--- config.mk ---
export PLATFORM = sky130hd
export DESIGN_NAME = isc_collector
export DESIGN_NICKNAME = d
export VERILOG_FILES = /design/src/core/isc_collector_note.sv /design/src/pkg/isc_pkg.sv /design/src/pkg/isc_event_if.sv /design/src/core/isc_event_shaper.sv /design/src/core/isc_collector.sv
export VERILOG_INCLUDE_DIRS = /design/src /design/src/pkg
export SDC_FILE = /design/constraint.sdc
export NUM_CORES = 1
export LEC_CHECK = 0
export CAP_MARGIN = 20
export CORE_ASPECT_RATIO = 0.9
export CORE_MARGIN = 2
export CORE_UTILIZATION = 30
export DETAILED_ROUTE_END_ITERATION = 12
export DONT_BUFFER_PORTS = 1
export SYNTH_ARGS = -nofsm -noshare
export SYNTH_HDL_FRONTEND = slang
export SYNTH_HIERARCHICAL = 1
export SYNTH_SLANG_ARGS = --single-unit
export TNS_END_PERCENT = 50
--- constraint.sdc ---
create_clock -name clock -period 4 [get_ports clock]
set_clock_uncertainty 0.15 [all_clocks]
set_input_delay 0.4 -clock clock [delete_from_list [all_inputs] [get_ports clock]]
set_output_delay 0.4 -clock clock [all_outputs]
set_load 0.02 [all_outputs]
--- src/pkg/isc_defines.svh ---
// Offsets, bit positions, masks, widths and constants of the interrupt status collector.
`ifndef ISC_DEFINES_SVH
`define ISC_DEFINES_SVH

`define ISC_ADDR_W           8
`define ISC_OFS_STATUS       8'h58
`define ISC_OFS_ENABLE       8'h5C
`define ISC_OFS_BYTE_TEST    8'h64
`define ISC_BYTE_TEST_VALUE  32'h87654321
`define ISC_ZERO_WORD        32'h00000000

`define ISC_BIT_SOFTWARE     31
`define ISC_BIT_TX_HALTED    25
`define ISC_BIT_RX_HALTED    24
`define ISC_BIT_DROP_MID     23
`define ISC_BIT_LOADED       21
`define ISC_BIT_RX_DMA       20
`define ISC_BIT_TIMER        19
`define ISC_BIT_PHY          18
`define ISC_BIT_POWER        17
`define ISC_BIT_TS_OVERFLOW  16
`define ISC_BIT_OVERSIZE     15
`define ISC_BIT_RX_ERROR     14
`define ISC_BIT_TX_ERROR     13
`define ISC_BIT_TD_UNDERRUN  11
`define ISC_BIT_TD_OVERRUN   10
`define ISC_BIT_TD_SPACE     9
`define ISC_BIT_TS_FULL      8
`define ISC_BIT_TS_LEVEL     7
`define ISC_BIT_DROPPED      6
`define ISC_BIT_RD_LEVEL     5
`define ISC_BIT_RS_FULL      4
`define ISC_BIT_RS_LEVEL     3
`define ISC_BIT_PIN_HI       2
`define ISC_BIT_PIN_LO       0

`define ISC_W1C_MASK         32'h83BBEFFF
`define ISC_ENABLE_MASK      32'h83BFEFFF
`define ISC_EDGE_MASK        32'h038003B8
`define ISC_OVERSIZE_BYTES   14'h0800
`define ISC_FRAME_LEN_W      14
`define ISC_LEVEL_W          8

`endif

--- src/core/isc_collector_note.sv ---
// Holds no logic: the collector and its event shaper make up the whole block.

--- src/pkg/isc_pkg.sv ---
// Types shared by the interrupt status collector modules.
package isc_pkg;
`include "isc_defines.svh"

	typedef logic [31:0] isc_word_type;

	typedef struct packed {
		isc_word_type status;
		isc_word_type enable;
		isc_word_type rdata;
		logic         irq_active;
		logic         power_irq;
		logic         wake;
	} isc_top_state_type;

	typedef struct packed {
		isc_word_type prev;
	} isc_shaper_state_type;

endpackage : isc_pkg

--- src/pkg/isc_event_if.sv ---
// Carrier of raw event conditions and the set strobes derived from them.
`timescale 1ns/1ps
interface isc_event_if;
	logic [31:0] raw;
	logic [31:0] set;
	modport shaper (input raw, output set);
	modport collector (output raw, input set);
endinterface : isc_event_if

--- src/core/isc_event_shaper.sv ---
// Turns level conditions into one-cycle set strobes; pulse sources pass straight through.
`timescale 1ns/1ps
`include "isc_defines.svh"
module isc_event_shaper
	import isc_pkg::*;
(
	input  wire logic clock,
	input  wire logic rst,
	isc_event_if.shaper ev
);
	isc_shaper_state_type s_q;
	isc_shaper_state_type s_d;
	isc_word_type         edge_mask;

	assign edge_mask = `ISC_EDGE_MASK;

	always_comb begin
		s_d      = s_q;
		s_d.prev = ev.raw;
	end

	// Level sources latch only on their rising edge, so a flag cleared while the
	// condition still holds stays clear until the condition returns.
	genvar b;
	generate
		for (b = 0; b < 32; b++) begin : g_bit
			assign ev.set[b] = edge_mask[b] ? (ev.raw[b] & ~s_q.prev[b]) : ev.raw[b];
		end
	endgenerate

	always_ff @(posedge clock or posedge rst) begin
		if (rst) begin
			s_q <= '0;
		end else begin
			s_q <= s_d;
		end
	end
endmodule : isc_event_shaper

--- src/core/isc_collector.sv ---
// Interrupt status collector: sticky event flags, enable mask and master indication.
//
// How it works
// - Writing one clears a flag; zero keeps it.
// - Software flag sets when its enable rises.
// - Halt request plus halted transmitter sets bit 25.
// - Halted receive engine sets bit 24.
// - Drop counter top bit rising sets bit 23.
// - Notify buffer fully loaded sets bit 21.
// - Receive DMA count drained sets bit 20.
// - Timer wrap to all ones sets bit 19.
// - Bit 18 follows phy event, read-only.
// - Power event sets bit 17, pin independent.
// - Only byte-test writes wake the device.
// - Power flag bypasses the deassertion interval.
// - Push into full status FIFO sets 16.
// - Frame over 2048 bytes sets bit 15.
// - Receive error bit 14, transmit error 13.
// - Transmit data underrun sets bit 11.
// - Write into full data FIFO sets 10.
// - Free space above threshold sets bit 9.
// - Status FIFOs full set bits 8, 4.
// - Level thresholds set bits 7, 5, 3.
// - Every dropped frame sets bit 6.
// - Pin events latch into bits 2..0.
// - Flags record events regardless of mask.
// - Master indication: any enabled flag set.
`timescale 1ns/1ps
`include "isc_defines.svh"
module isc_collector
	import isc_pkg::*;
(
	input  wire logic                        clock,
	input  wire logic                        rst,
	input  wire logic [`ISC_ADDR_W-1:0]      bus_addr,
	input  wire logic [31:0]                 bus_wdata,
	input  wire logic                        bus_write,
	input  wire logic                        bus_read,
	output logic      [31:0]                 bus_rdata,
	output logic                             irq_active,
	output logic                             power_irq,
	output logic                             wake_request,
	input  wire logic                        tx_halt_request,
	input  wire logic                        tx_halted,
	input  wire logic                        rx_halted,
	input  wire logic                        drop_count_msb,
	input  wire logic                        tx_buffer_loaded,
	input  wire logic                        completion_notify_request,
	input  wire logic                        rx_dma_done,
	input  wire logic                        timer_wrap,
	input  wire logic                        phy_event,
	input  wire logic                        power_event,
	input  wire logic                        tx_status_push,
	input  wire logic                        tx_status_full,
	input  wire logic                        rx_frame_done,
	input  wire logic [`ISC_FRAME_LEN_W-1:0] rx_frame_bytes,
	input  wire logic                        rx_error,
	input  wire logic                        tx_error,
	input  wire logic                        tx_data_underrun,
	input  wire logic                        tx_data_write,
	input  wire logic                        tx_data_full,
	input  wire logic [`ISC_LEVEL_W-1:0]     tx_free_blocks,
	input  wire logic [`ISC_LEVEL_W-1:0]     tx_avail_level,
	input  wire logic [`ISC_LEVEL_W-1:0]     tx_status_used,
	input  wire logic [`ISC_LEVEL_W-1:0]     tx_status_level,
	input  wire logic [`ISC_LEVEL_W-1:0]     rx_data_free,
	input  wire logic [`ISC_LEVEL_W-1:0]     rx_data_level,
	input  wire logic [`ISC_LEVEL_W-1:0]     rx_status_used,
	input  wire logic [`ISC_LEVEL_W-1:0]     rx_status_level,
	input  wire logic                        rx_status_full,
	input  wire logic                        frame_dropped,
	input  wire logic [2:0]                  pin_events
);
	isc_top_state_type s_q;
	isc_top_state_type s_d;
	isc_event_if       ev ();
	logic              wr_status;
	logic              wr_enable;
	logic              wr_byte_test;
	logic              sw_rise;
	isc_word_type      pending;

	function automatic logic hit(input logic [`ISC_ADDR_W-1:0] a,
			input logic [`ISC_ADDR_W-1:0] ofs);
		hit = (a == ofs);
	endfunction : hit

	isc_event_shaper u_shaper (
		.clock (clock),
		.rst   (rst),
		.ev    (ev)
	);

	assign wr_status    = bus_write && hit(bus_addr, `ISC_OFS_STATUS);
	assign wr_enable    = bus_write && hit(bus_addr, `ISC_OFS_ENABLE);
	assign wr_byte_test = bus_write && hit(bus_addr, `ISC_OFS_BYTE_TEST);
	// Only a 0 to 1 change of the enable raises the software flag.
	assign sw_rise      = wr_enable && bus_wdata[`ISC_BIT_SOFTWARE]
		&& !s_q.enable[`ISC_BIT_SOFTWARE];
	assign pending      = s_q.status & s_q.enable;

	always_comb begin
		ev.raw = '0;
		ev.raw[`ISC_BIT_SOFTWARE]    = sw_rise;
		ev.raw[`ISC_BIT_TX_HALTED]   = tx_halt_request && tx_halted;
		ev.raw[`ISC_BIT_RX_HALTED]   = rx_halted;
		ev.raw[`ISC_BIT_DROP_MID]    = drop_count_msb;
		ev.raw[`ISC_BIT_LOADED]      = tx_buffer_loaded && completion_notify_request;
		ev.raw[`ISC_BIT_RX_DMA]      = rx_dma_done;
		ev.raw[`ISC_BIT_TIMER]       = timer_wrap;
		ev.raw[`ISC_BIT_POWER]       = power_event;
		ev.raw[`ISC_BIT_TS_OVERFLOW] = tx_status_push && tx_status_full;
		ev.raw[`ISC_BIT_OVERSIZE]    = rx_frame_done
			&& (rx_frame_bytes > `ISC_OVERSIZE_BYTES);
		ev.raw[`ISC_BIT_RX_ERROR]    = rx_error;
		ev.raw[`ISC_BIT_TX_ERROR]    = tx_error;
		ev.raw[`ISC_BIT_TD_UNDERRUN] = tx_data_underrun;
		ev.raw[`ISC_BIT_TD_OVERRUN]  = tx_data_write && tx_data_full;
		ev.raw[`ISC_BIT_TD_SPACE]    = tx_free_blocks > tx_avail_level;
		ev.raw[`ISC_BIT_TS_FULL]     = tx_status_full;
		ev.raw[`ISC_BIT_RS_FULL]     = rx_status_full;
		ev.raw[`ISC_BIT_TS_LEVEL]    = tx_status_used > tx_status_level;
		ev.raw[`ISC_BIT_RD_LEVEL]    = rx_data_free < rx_data_level;
		ev.raw[`ISC_BIT_RS_LEVEL]    = rx_status_used > rx_status_level;
		ev.raw[`ISC_BIT_DROPPED]     = frame_dropped;
		ev.raw[`ISC_BIT_PIN_HI:`ISC_BIT_PIN_LO] = pin_events;
	end

	always_comb begin
		s_d = s_q;
		// A set in the same cycle as its clear wins, so no event is lost.
		// The mask plays no part here: flags record every event.
		s_d.status = (s_q.status & ~(wr_status ? bus_wdata : `ISC_ZERO_WORD))
			| ev.set;
		s_d.status = s_d.status & `ISC_W1C_MASK;
		s_d.status[`ISC_BIT_PHY] = phy_event;
		if (wr_enable) begin
			s_d.enable = bus_wdata & `ISC_ENABLE_MASK;
		end
		s_d.rdata = `ISC_ZERO_WORD;
		if (bus_read) begin
			case (bus_addr)
				`ISC_OFS_STATUS:    s_d.rdata = s_q.status;
				`ISC_OFS_ENABLE:    s_d.rdata = s_q.enable;
				`ISC_OFS_BYTE_TEST: s_d.rdata = `ISC_BYTE_TEST_VALUE;
				default:            s_d.rdata = `ISC_ZERO_WORD;
			endcase
		end
		s_d.irq_active = |pending;
		// This path never passes through the deassertion interval timer.
		s_d.power_irq  = pending[`ISC_BIT_POWER];
		// Power events are deliberately absent from the wake term.
		s_d.wake       = wr_byte_test;
	end

	always_ff @(posedge clock or posedge rst) begin
		if (rst) begin
			s_q <= '0;
		end else begin
			s_q <= s_d;
		end
	end

	assign bus_rdata    = s_q.rdata;
	assign irq_active   = s_q.irq_active;
	assign power_irq    = s_q.power_irq;
	assign wake_request = s_q.wake;
endmodule : isc_collector

==> results of run 1 <==
worst max-delay path by stage:
stage	startpoint	to	slack, ns	depth (start not counted)
global route	bus_addr[7]	bus_rdata[5]$_DFF_PP0_	1.83	5
CTS	bus_addr[7]	bus_rdata[21]$_DFF_PP0_	1.97	5
detailed placement	bus_addr[7]	bus_rdata[21]$_DFF_PP0_	1.61	5
finish	bus_addr[7]	bus_rdata[21]$_DFF_PP0_	1.95	5
floorplan	rst	bus_rdata[0]$_DFF_PP0_	1.43	1
global placement	bus_addr[7]	bus_rdata[21]$_DFF_PP0_	1.63	5
flip-flops by register name, indices dropped and copies added, names as in the netlist:
register and flops:
power_irq 1, irq_active 1, wake_request 1, bus_rdata 26
s_q 50, u_shaper/s_q 9
repair_timing:
item,in CTS,in global routing
hold buffers,15,0
endpoints found under the setup margin,0,0
endpoints found under the hold margin,73,0
area by class of cell:
type,count,area [um2],area share (%)
sequential,88,2200,43.8
multi-input combinational,244,1930,38.4
tap,202,253,5.03
clock buffer,11,243,4.83
timing repair buffer,21,195,3.88
inverter,39,148,2.94
clock inverter,5,56.3,1.12
routing by layer:
metal | GRT usage [%] | wire, um | up-vias | share of wire (%)
met5 | 0 | 0 | - | 0
met4 | 6.64 | 286 | 0 | 2.7
met3 | 4.25 | 933 | 20 | 8.8
met2 | 21.3 | 5120 | 137 | 48
met1 | 15.8 | 4290 | 1492 | 40
li1 | - | - | 1391 | -
where the power goes:
part / switching, mW / total [mW] / internal (mW)
logic: 0.0854 / 0.163 / 0.0778
registers: 0.0250 / 0.941 / 0.916
clock network: 0.348 / 0.848 / 0.500
through the flow:
stage | util (%) | power (mW) | area, um2
2_1_floorplan | - | 1.09 | 4690
3_3_place_gp | 29.9 | 1.10 | 4580
3_5_place_dp | 29.9 | 1.11 | 4580
4_1_cts | 32.8 | 1.98 | 5030
5_1_grt | 32.8 | 2.04 | 5030
6_report | 32.8 | 1.95 | 5030
==> results.json, run 1 <==
{
  "viasPerCell": 4.98,
  "holdPathEnd": "s_q[73]$_DFF_PP0_",
  "fin_cells": 610,
  "slew_headroom_pct": 39.5,
  "finalSetupViolCount": 0,
  "crit_chain": "or4b_4 > nor3_2 > buf_4 > and2_1 > a221o_1",
  "core_area_um2": 15300,
  "reg2reg_depth": 4,
  "diodes": 0,
  "detail-route-antenna-nets": 0,
  "final_nets": 579,
  "syn_to_final_growth_pct": 7.49,
  "detail_route.wl_per_cell_um": 17.4,
  "antenna_found_initial": 0,
  "cts_setup_buffers": 0,
  "required_ns": 4.13,
  "outcome": "complete, no violations",
  "numCtsBuffers": 9,
  "r2r_slack_ns": 2.53,
  "grt_use_total_pct": 13.2,
  "cap_viol_max_count": 0,
  "avgSynthCellArea_um2": 11.0,
  "grt_pass1_vias": 3149,
  "fin_crit_ns": 2.05,
  "wl_mm": 10.6,
  "cts_tree": "built",
  "pin_count": 180,
  "period_share_pct": 51.3,
  "cp-end-kind": "flip-flop",
  "worst_pin_slew_ns": 0.907,
  "r2r-start": "s_q[52]$_DFFE_PP0P_",
  "rows": 43,
  "drcViolationCount": 0,
  "pre_cts_ws_ns": 1.61,
  "syn_inst": 424,
  "syn_area_um2": 4680,
  "r2r-end": "irq_active$_DFF_PP0_",
  "start_util_pct": 30.5,
  "min_path_cells": 1,
  "yosysWarnings": 6,
  "drv_slew": 0,
  "dr.first_iter.drc_count": 71,
  "grt_pass1_wl_mm": 16.4,
  "cts.sinks": 88,
  "die_area_um2": 16600,
  "worstPathArrival_ns": 2.18,
  "start_kind": "input port",
  "p_per_area_nw_per_um2": 388,
  "hold_class": "in2reg",
  "final_common_cell": "dfrtp_1",
  "htreeDepth": 3,
  "cts_resized": 0,
  "tns_ns": 0,
  "clk_latency_ns": 0.35,
  "worstPathMaxFanout": 15,
  "irDropWorstVdd_mv": 0.170,
  "slowest_delay_ns": 0.58,
  "first_pass_iters": 4,
  "holdWs_ns": 0.0148,
  "hold_viol": 0,
  "cts-root-buf": "clkbuf_16",
  "cts.clk_slew.worst_paths_ns": 0.06,
  "overflow": 0,
  "place_congestion": 0.745,
  "rsz0062_at_grt": "no",
  "drive_gt1_share_pct": 14.7,
  "crit_family": "simple AND/OR/NAND/NOR gates",
  "fp.dieH_um": 122,
  "dp.cells": 579,
  "hp-start": "frame_dropped",
  "grt_max_degree": 52,
  "route.vias.total": 3040,
  "hpwl_mm": 7.77,
  "cts_buffer_depth": 2,
  "p_leak_nw": 2.24,
  "timing.critical_path.buf_inv": 1,
  "worstSetupPathType": "in2reg",
  "die_w_um": 136,
  "layout_common_cells": "dfrtp_1, inv_1, ha_1, nand2_1, a21o_1",
  "fin_ws_ns": 1.95,
  "slowest_stage": "or4b_4",
  "fillers": 1560,
  "fmax_mhz": 487,
  "numPortBuffers": 0
}
(Power assumes the default switching activity.)
==> run 2, diff against run 1 <==
--- a/config.mk
+++ b/config.mk
@@ -6,6 +6,7 @@
 export SDC_FILE = /design/constraint.sdc
 export NUM_CORES = 1
 export LEC_CHECK = 0
+export ABC_AREA = 1
 export CAP_MARGIN = 20
 export CORE_ASPECT_RATIO = 0.9
 export CORE_MARGIN = 2
==> constraint.sdc (replaced) <==
create_clock -name clock -period 1.9 [get_ports clock]
set_clock_uncertainty 0.15 [all_clocks]
set_input_delay 0.19 -clock clock [delete_from_list [all_inputs] [get_ports clock]]
set_output_delay 0.19 -clock clock [all_outputs]
set_load 0.02 [all_outputs]
==> results.json, run 2 <==
{
  "route.vias.total": 3912,
  "die_area_um2": 18100,
  "irDropWorstVdd_mv": 0.299,
  "fp.dieH_um": 128,
  "numPortBuffers": 0,
  "fin_crit_ns": 1.72,
  "p_per_area_nw_per_um2": 716,
  "start_kind": "input port",
  "worstPathArrival_ns": 1.79,
  "antenna_found_initial": 1,
  "cts_buffer_depth": 2,
  "rsz0062_at_grt": "no",
  "viasPerCell": 4.31,
  "top_register": "s_q",
  "drv_slew": 0,
  "syn_to_final_growth_pct": 16.3,
  "htreeDepth": 3,
  "final_common_cell": "nand2_1",
  "final_area_um2": 5940,
  "cts_resized": 0,
  "cap_viol_max_count": 0,
  "hpwl_mm": 9.14,
  "grt_use_total_pct": 14.3,
  "rows": 45,
  "first_pass_iters": 4,
  "pin_count": 180,
  "slew_headroom_pct": 62.5,
  "start_util_pct": 30.5,
  "overflow": 0,
  "required_ns": 1.97,
  "drt-met1-wl_mm": 5.61,
  "syn_area_um2": 5110,
  "cts_setup_buffers": 0,
  "drcViolationCount": 0,
  "fin_ws_ns": 0.183,
  "hold_viol": 0,
  "cts_tree": "built",
  "grt_max_degree": 30,
  "syn_inst": 671,
  "cts_hold_buf": 62,
  "dr.first_iter.drc_count": 169,
  "final_nets": 869,
  "drive_gt1_share_pct": 6.03,
  "p_leak_nw": 3.20,
  "detail-route-antenna-nets": 0,
  "top_layer": "met4",
  "tns_ns": 0,
  "largest_reg_flops": 50,
  "core_area_um2": 16800,
  "grt_pass1_vias": 3744,
  "layout_common_cells": "nand2_1, inv_1, dfrtp_1, dlygate4sd3_1, nand3_1",
  "yosysWarnings": 6,
  "pre_cts_ws_ns": 0.192,
  "cts.sinks": 88,
  "worstPathMaxFanout": 18,
  "hold_class": "in2reg",
  "r2r_slack_ns": 0.55,
  "met3WireLength_um": 982,
  "clk_latency_ns": 0.35,
  "avgSynthCellArea_um2": 7.62,
  "place_congestion": 0.744,
  "outcome": "complete, no violations",
  "grt_pass1_wl_mm": 19.7,
  "detail_route.wl_per_cell_um": 13.5,
  "die_w_um": 142,
  "worst_pin_slew_ns": 0.560,
  "route.met2.wl_mm": 5.56,
  "fillers": 1785,
  "numCtsBuffers": 9,
  "wl_mm": 12.3,
  "place_area_um2": 5020,
  "cp-end-kind": "flip-flop",
  "finalSetupViolCount": 0,
  "cts-root-buf": "clkbuf_16",
  "finalPower_mw": 4.26,
  "fmax_mhz": 582,
  "period_share_pct": 90.4,
  "worstSetupPathType": "in2reg",
  "holdWs_ns": 0.0234,
  "cts.clk_slew.worst_paths_ns": 0.06
}
-- run 2: layer usage --
metal / vias to the layer above / GRT usage, %
met2: 146 / 22.4
met3: 10 / 4.74
met5: - / 0
met4: 0 / 4.06
met1: 1736 / 18.8
li1: 2020 / -
-- run 2: where the power goes --
group          internal [mW]  switching [mW]  total (mW)
clock                   1.08           0.730        1.81
combinational          0.207           0.263       0.470
sequential              1.93          0.0468        1.98
total                   3.22            1.04        4.26
-- run 2: path summary, 6_finish.rpt --
kind                                             end  depth (start not counted)                 startpoint
setup / recovery                   s_q[69]$_DFF_PP0_                         10                bus_addr[7]
min in group asynchronous  u_shaper/s_q[4]$_DFF_PP0_                          2                        rst
hold reg to reg                    s_q[75]$_DFF_PP0_                          3  u_shaper/s_q[8]$_DFF_PP0_
max in group asynchronous    bus_rdata[26]$_DFF_PP0_                          3                        rst
setup reg to reg                   s_q[68]$_DFF_PP0_                          3          s_q[68]$_DFF_PP0_
hold / removal             u_shaper/s_q[5]$_DFF_PP0_                          4            rx_data_free[7]
-- run 2: cell type report --
type | instances | area (um2) | area share (%)
Antenna cell | 1 | 2.50 | 0.0421
Clock inverter | 2 | 38.8 | 0.653
Sequential cell | 88 | 2200 | 37.1
Inverter | 105 | 398 | 6.69
Multi-Input combinational cell | 419 | 2060 | 34.7
Clock buffer | 12 | 256 | 4.32
Timing Repair Buffer | 70 | 718 | 12.1
Tap cell | 211 | 264 | 4.44
-- run 2: critical path, stage by stage --
cell and delay (ns):
inv_1 0.03, nand2_1 0.07, nor2_4 0.22, nand2_2 0.12, nor2_4 0.25, buf_12 0.20
nand2_1 0.06, nand2_1 0.05, nand2_1 0.04, dlygate4sd3_1 0.55
-- run 2: stage by stage --
stage | std cells | util [%]
2_1_floorplan | 675 | -
3_5_place_dp | 831 | 29.9
5_1_grt | 907 | 35.4
3_3_place_gp | 831 | 29.9
4_1_cts | 907 | 35.4
6_report | 908 | 35.4
==> run 3, diff against run 2 <==
--- a/config.mk
+++ b/config.mk
@@ -11,8 +11,10 @@
 export CORE_ASPECT_RATIO = 0.9
 export CORE_MARGIN = 2
 export CORE_UTILIZATION = 30
+export CTS_CLUSTER_DIAMETER = 100
 export DETAILED_ROUTE_END_ITERATION = 12
 export DONT_BUFFER_PORTS = 1
+export RECOVER_POWER = 25
 export SYNTH_ARGS = -nofsm -noshare
 export SYNTH_HDL_FRONTEND = slang
 export SYNTH_HIERARCHICAL = 1
==> results.json, run 3 (synthesized netlist as in run 2, its figures left out) <==
{
  "p_seq_share_pct": 46.4,
  "viasPerCell": 4.31,
  "grt_pass1_wl_mm": 19.7,
  "grt_use_total_pct": 14.3,
  "cap_viol_max_count": 0,
  "combPwrFrac_pct": 11.0,
  "internal-power_mw": 3.22,
  "top_register": "s_q",
  "cts_buffer_depth": 2,
  "numPortBuffers": 0,
  "cts_resized": 0,
  "worstSetupPathType": "in2reg",
  "hpwl_mm": 9.14,
  "dr.first_iter.drc_count": 169,
  "rsz0062_at_grt": "no",
  "cp-end-kind": "flip-flop",
  "grt_max_degree": 30,
  "hold_viol": 0,
  "place_area_um2": 5020,
  "fmax_mhz": 582,
  "detail-route-antenna-nets": 0,
  "start_kind": "input port",
  "period_share_pct": 90.4,
  "layout_common_cells": "nand2_1, inv_1, dfrtp_1, dlygate4sd3_1, nand3_1",
  "final_area_um2": 5940,
  "die_w_um": 142,
  "grt_pass1_vias": 3744,
  "p_leak_nw": 3.20,
  "outcome": "complete, no violations",
  "die_area_um2": 18100,
  "fin_crit_ns": 1.72,
  "detail_route.wl_per_cell_um": 13.5,
  "irDropWorstVdd_mv": 0.299,
  "start_util_pct": 30.5,
  "drcViolationCount": 0,
  "final_common_cell": "nand2_1",
  "first_pass_iters": 4,
  "worst_pin_slew_ns": 1.13,
  "core_area_um2": 16800,
  "cts.sinks": 88,
  "worstPathMaxFanout": 18,
  "cts-root-buf": "clkbuf_16",
  "required_ns": 1.97,
  "finalSetupViolCount": 0,
  "p_per_area_nw_per_um2": 717,
  "fin_ws_ns": 0.183,
  "antenna_found_initial": 1,
  "dp.cells": 831,
  "pre_cts_ws_ns": 0.192,
  "hold_class": "in2reg",
  "swShare_pct": 24.4,
  "wl_mm": 12.3,
  "pin_count": 180,
  "clk_latency_ns": 0.35,
  "htreeDepth": 3,
  "drv_slew": 0,
  "rows": 45,
  "cts_tree": "built",
  "final_nets": 869,
  "route.vias.total": 3912,
  "drive_gt1_share_pct": 5.89,
  "largest_reg_flops": 50,
  "fp.dieH_um": 128,
  "overflow": 0,
  "p_switching_mw": 1.04,
  "place_congestion": 0.744,
  "cts.clk_slew.worst_paths_ns": 0.06,
  "tns_ns": 0,
  "slew_headroom_pct": 24.2,
  "clock_power_share_pct": 42.5,
  "syn_to_final_growth_pct": 16.2,
  "fin_cells": 908,
  "numCtsBuffers": 9,
  "worstPathArrival_ns": 1.79,
  "finalPower_mw": 4.26
}
## run 3: cell counts in the layout (fill, tap and decap cells not counted)
No cell type changed its count.
## run 3: final cells by class
class | instances | area (um2)
diodes | 1 | 2.50
clock buffers | 12 | 256
clock inverters | 2 | 38.8
fillers | 1784 | 10800
inverters | 105 | 395
multi-input cells | 419 | 2060
flip-flops and latches | 88 | 2200
well taps | 211 | 264
repair buffers | 70 | 718
## run 3: power by group through the flow
stage,Clock [mW],Sequential (mW),Combinational (mW)
after floorplan,0,2.00,0.319
after global placement,0,2.01,0.371
after detailed placement,0,2.01,0.376
after CTS,1.87,1.98,0.482
after global routing,1.94,1.98,0.546
final,1.81,1.98,0.470
## run 3: routing by layer
layer	global-route usage, %	up-vias	routed length [um]
li1	-	2020	-
met1	18.8	1736	5610
met2	22.4	146	5560
met3	4.74	10	982
met4	4.06	0	141
met5	0	-	0
## run 3: repair_timing
item                                   4_1_cts  5_1_grt
endpoints found under the hold margin      101        0
buffers inserted                             0        0
hold buffers                                62        0
## run 3: through the flow
step / utilization [%] / hold slack, ns
finish: 35.4 / 0.0234
global placement: 29.9 / -0.0875
floorplan: - / -0.132
global route: 35.4 / 0.0420
detailed placement: 29.9 / -0.0833
CTS: 35.4 / 0.00759
## run 3: final timing paths
kind / from / to / slack [ns] / cells after the start
hold reg to reg: u_shaper/s_q[8]$_DFF_PP0_ / s_q[75]$_DFF_PP0_ / 0.34 / 3
max in group asynchronous: rst / bus_rdata[26]$_DFF_PP0_ / 0.54 / 3
setup / recovery: bus_addr[7] / s_q[69]$_DFF_PP0_ / 0.18 / 10
hold / removal: rx_data_free[7] / u_shaper/s_q[5]$_DFF_PP0_ / 0.02 / 4
min in group asynchronous: rst / u_shaper/s_q[4]$_DFF_PP0_ / 0.14 / 2
setup reg to reg: s_q[68]$_DFF_PP0_ / s_q[68]$_DFF_PP0_ / 0.55 / 3
## run 3: critical path: stages
cell	delay [ns]
inv_1	0.03
nand2_1	0.07
nor2_4	0.22
nand2_2	0.12
nor2_4	0.25
buf_12	0.20
nand2_1	0.06
nand2_1	0.05
nand2_1	0.04
dlygate4sd3_1	0.55
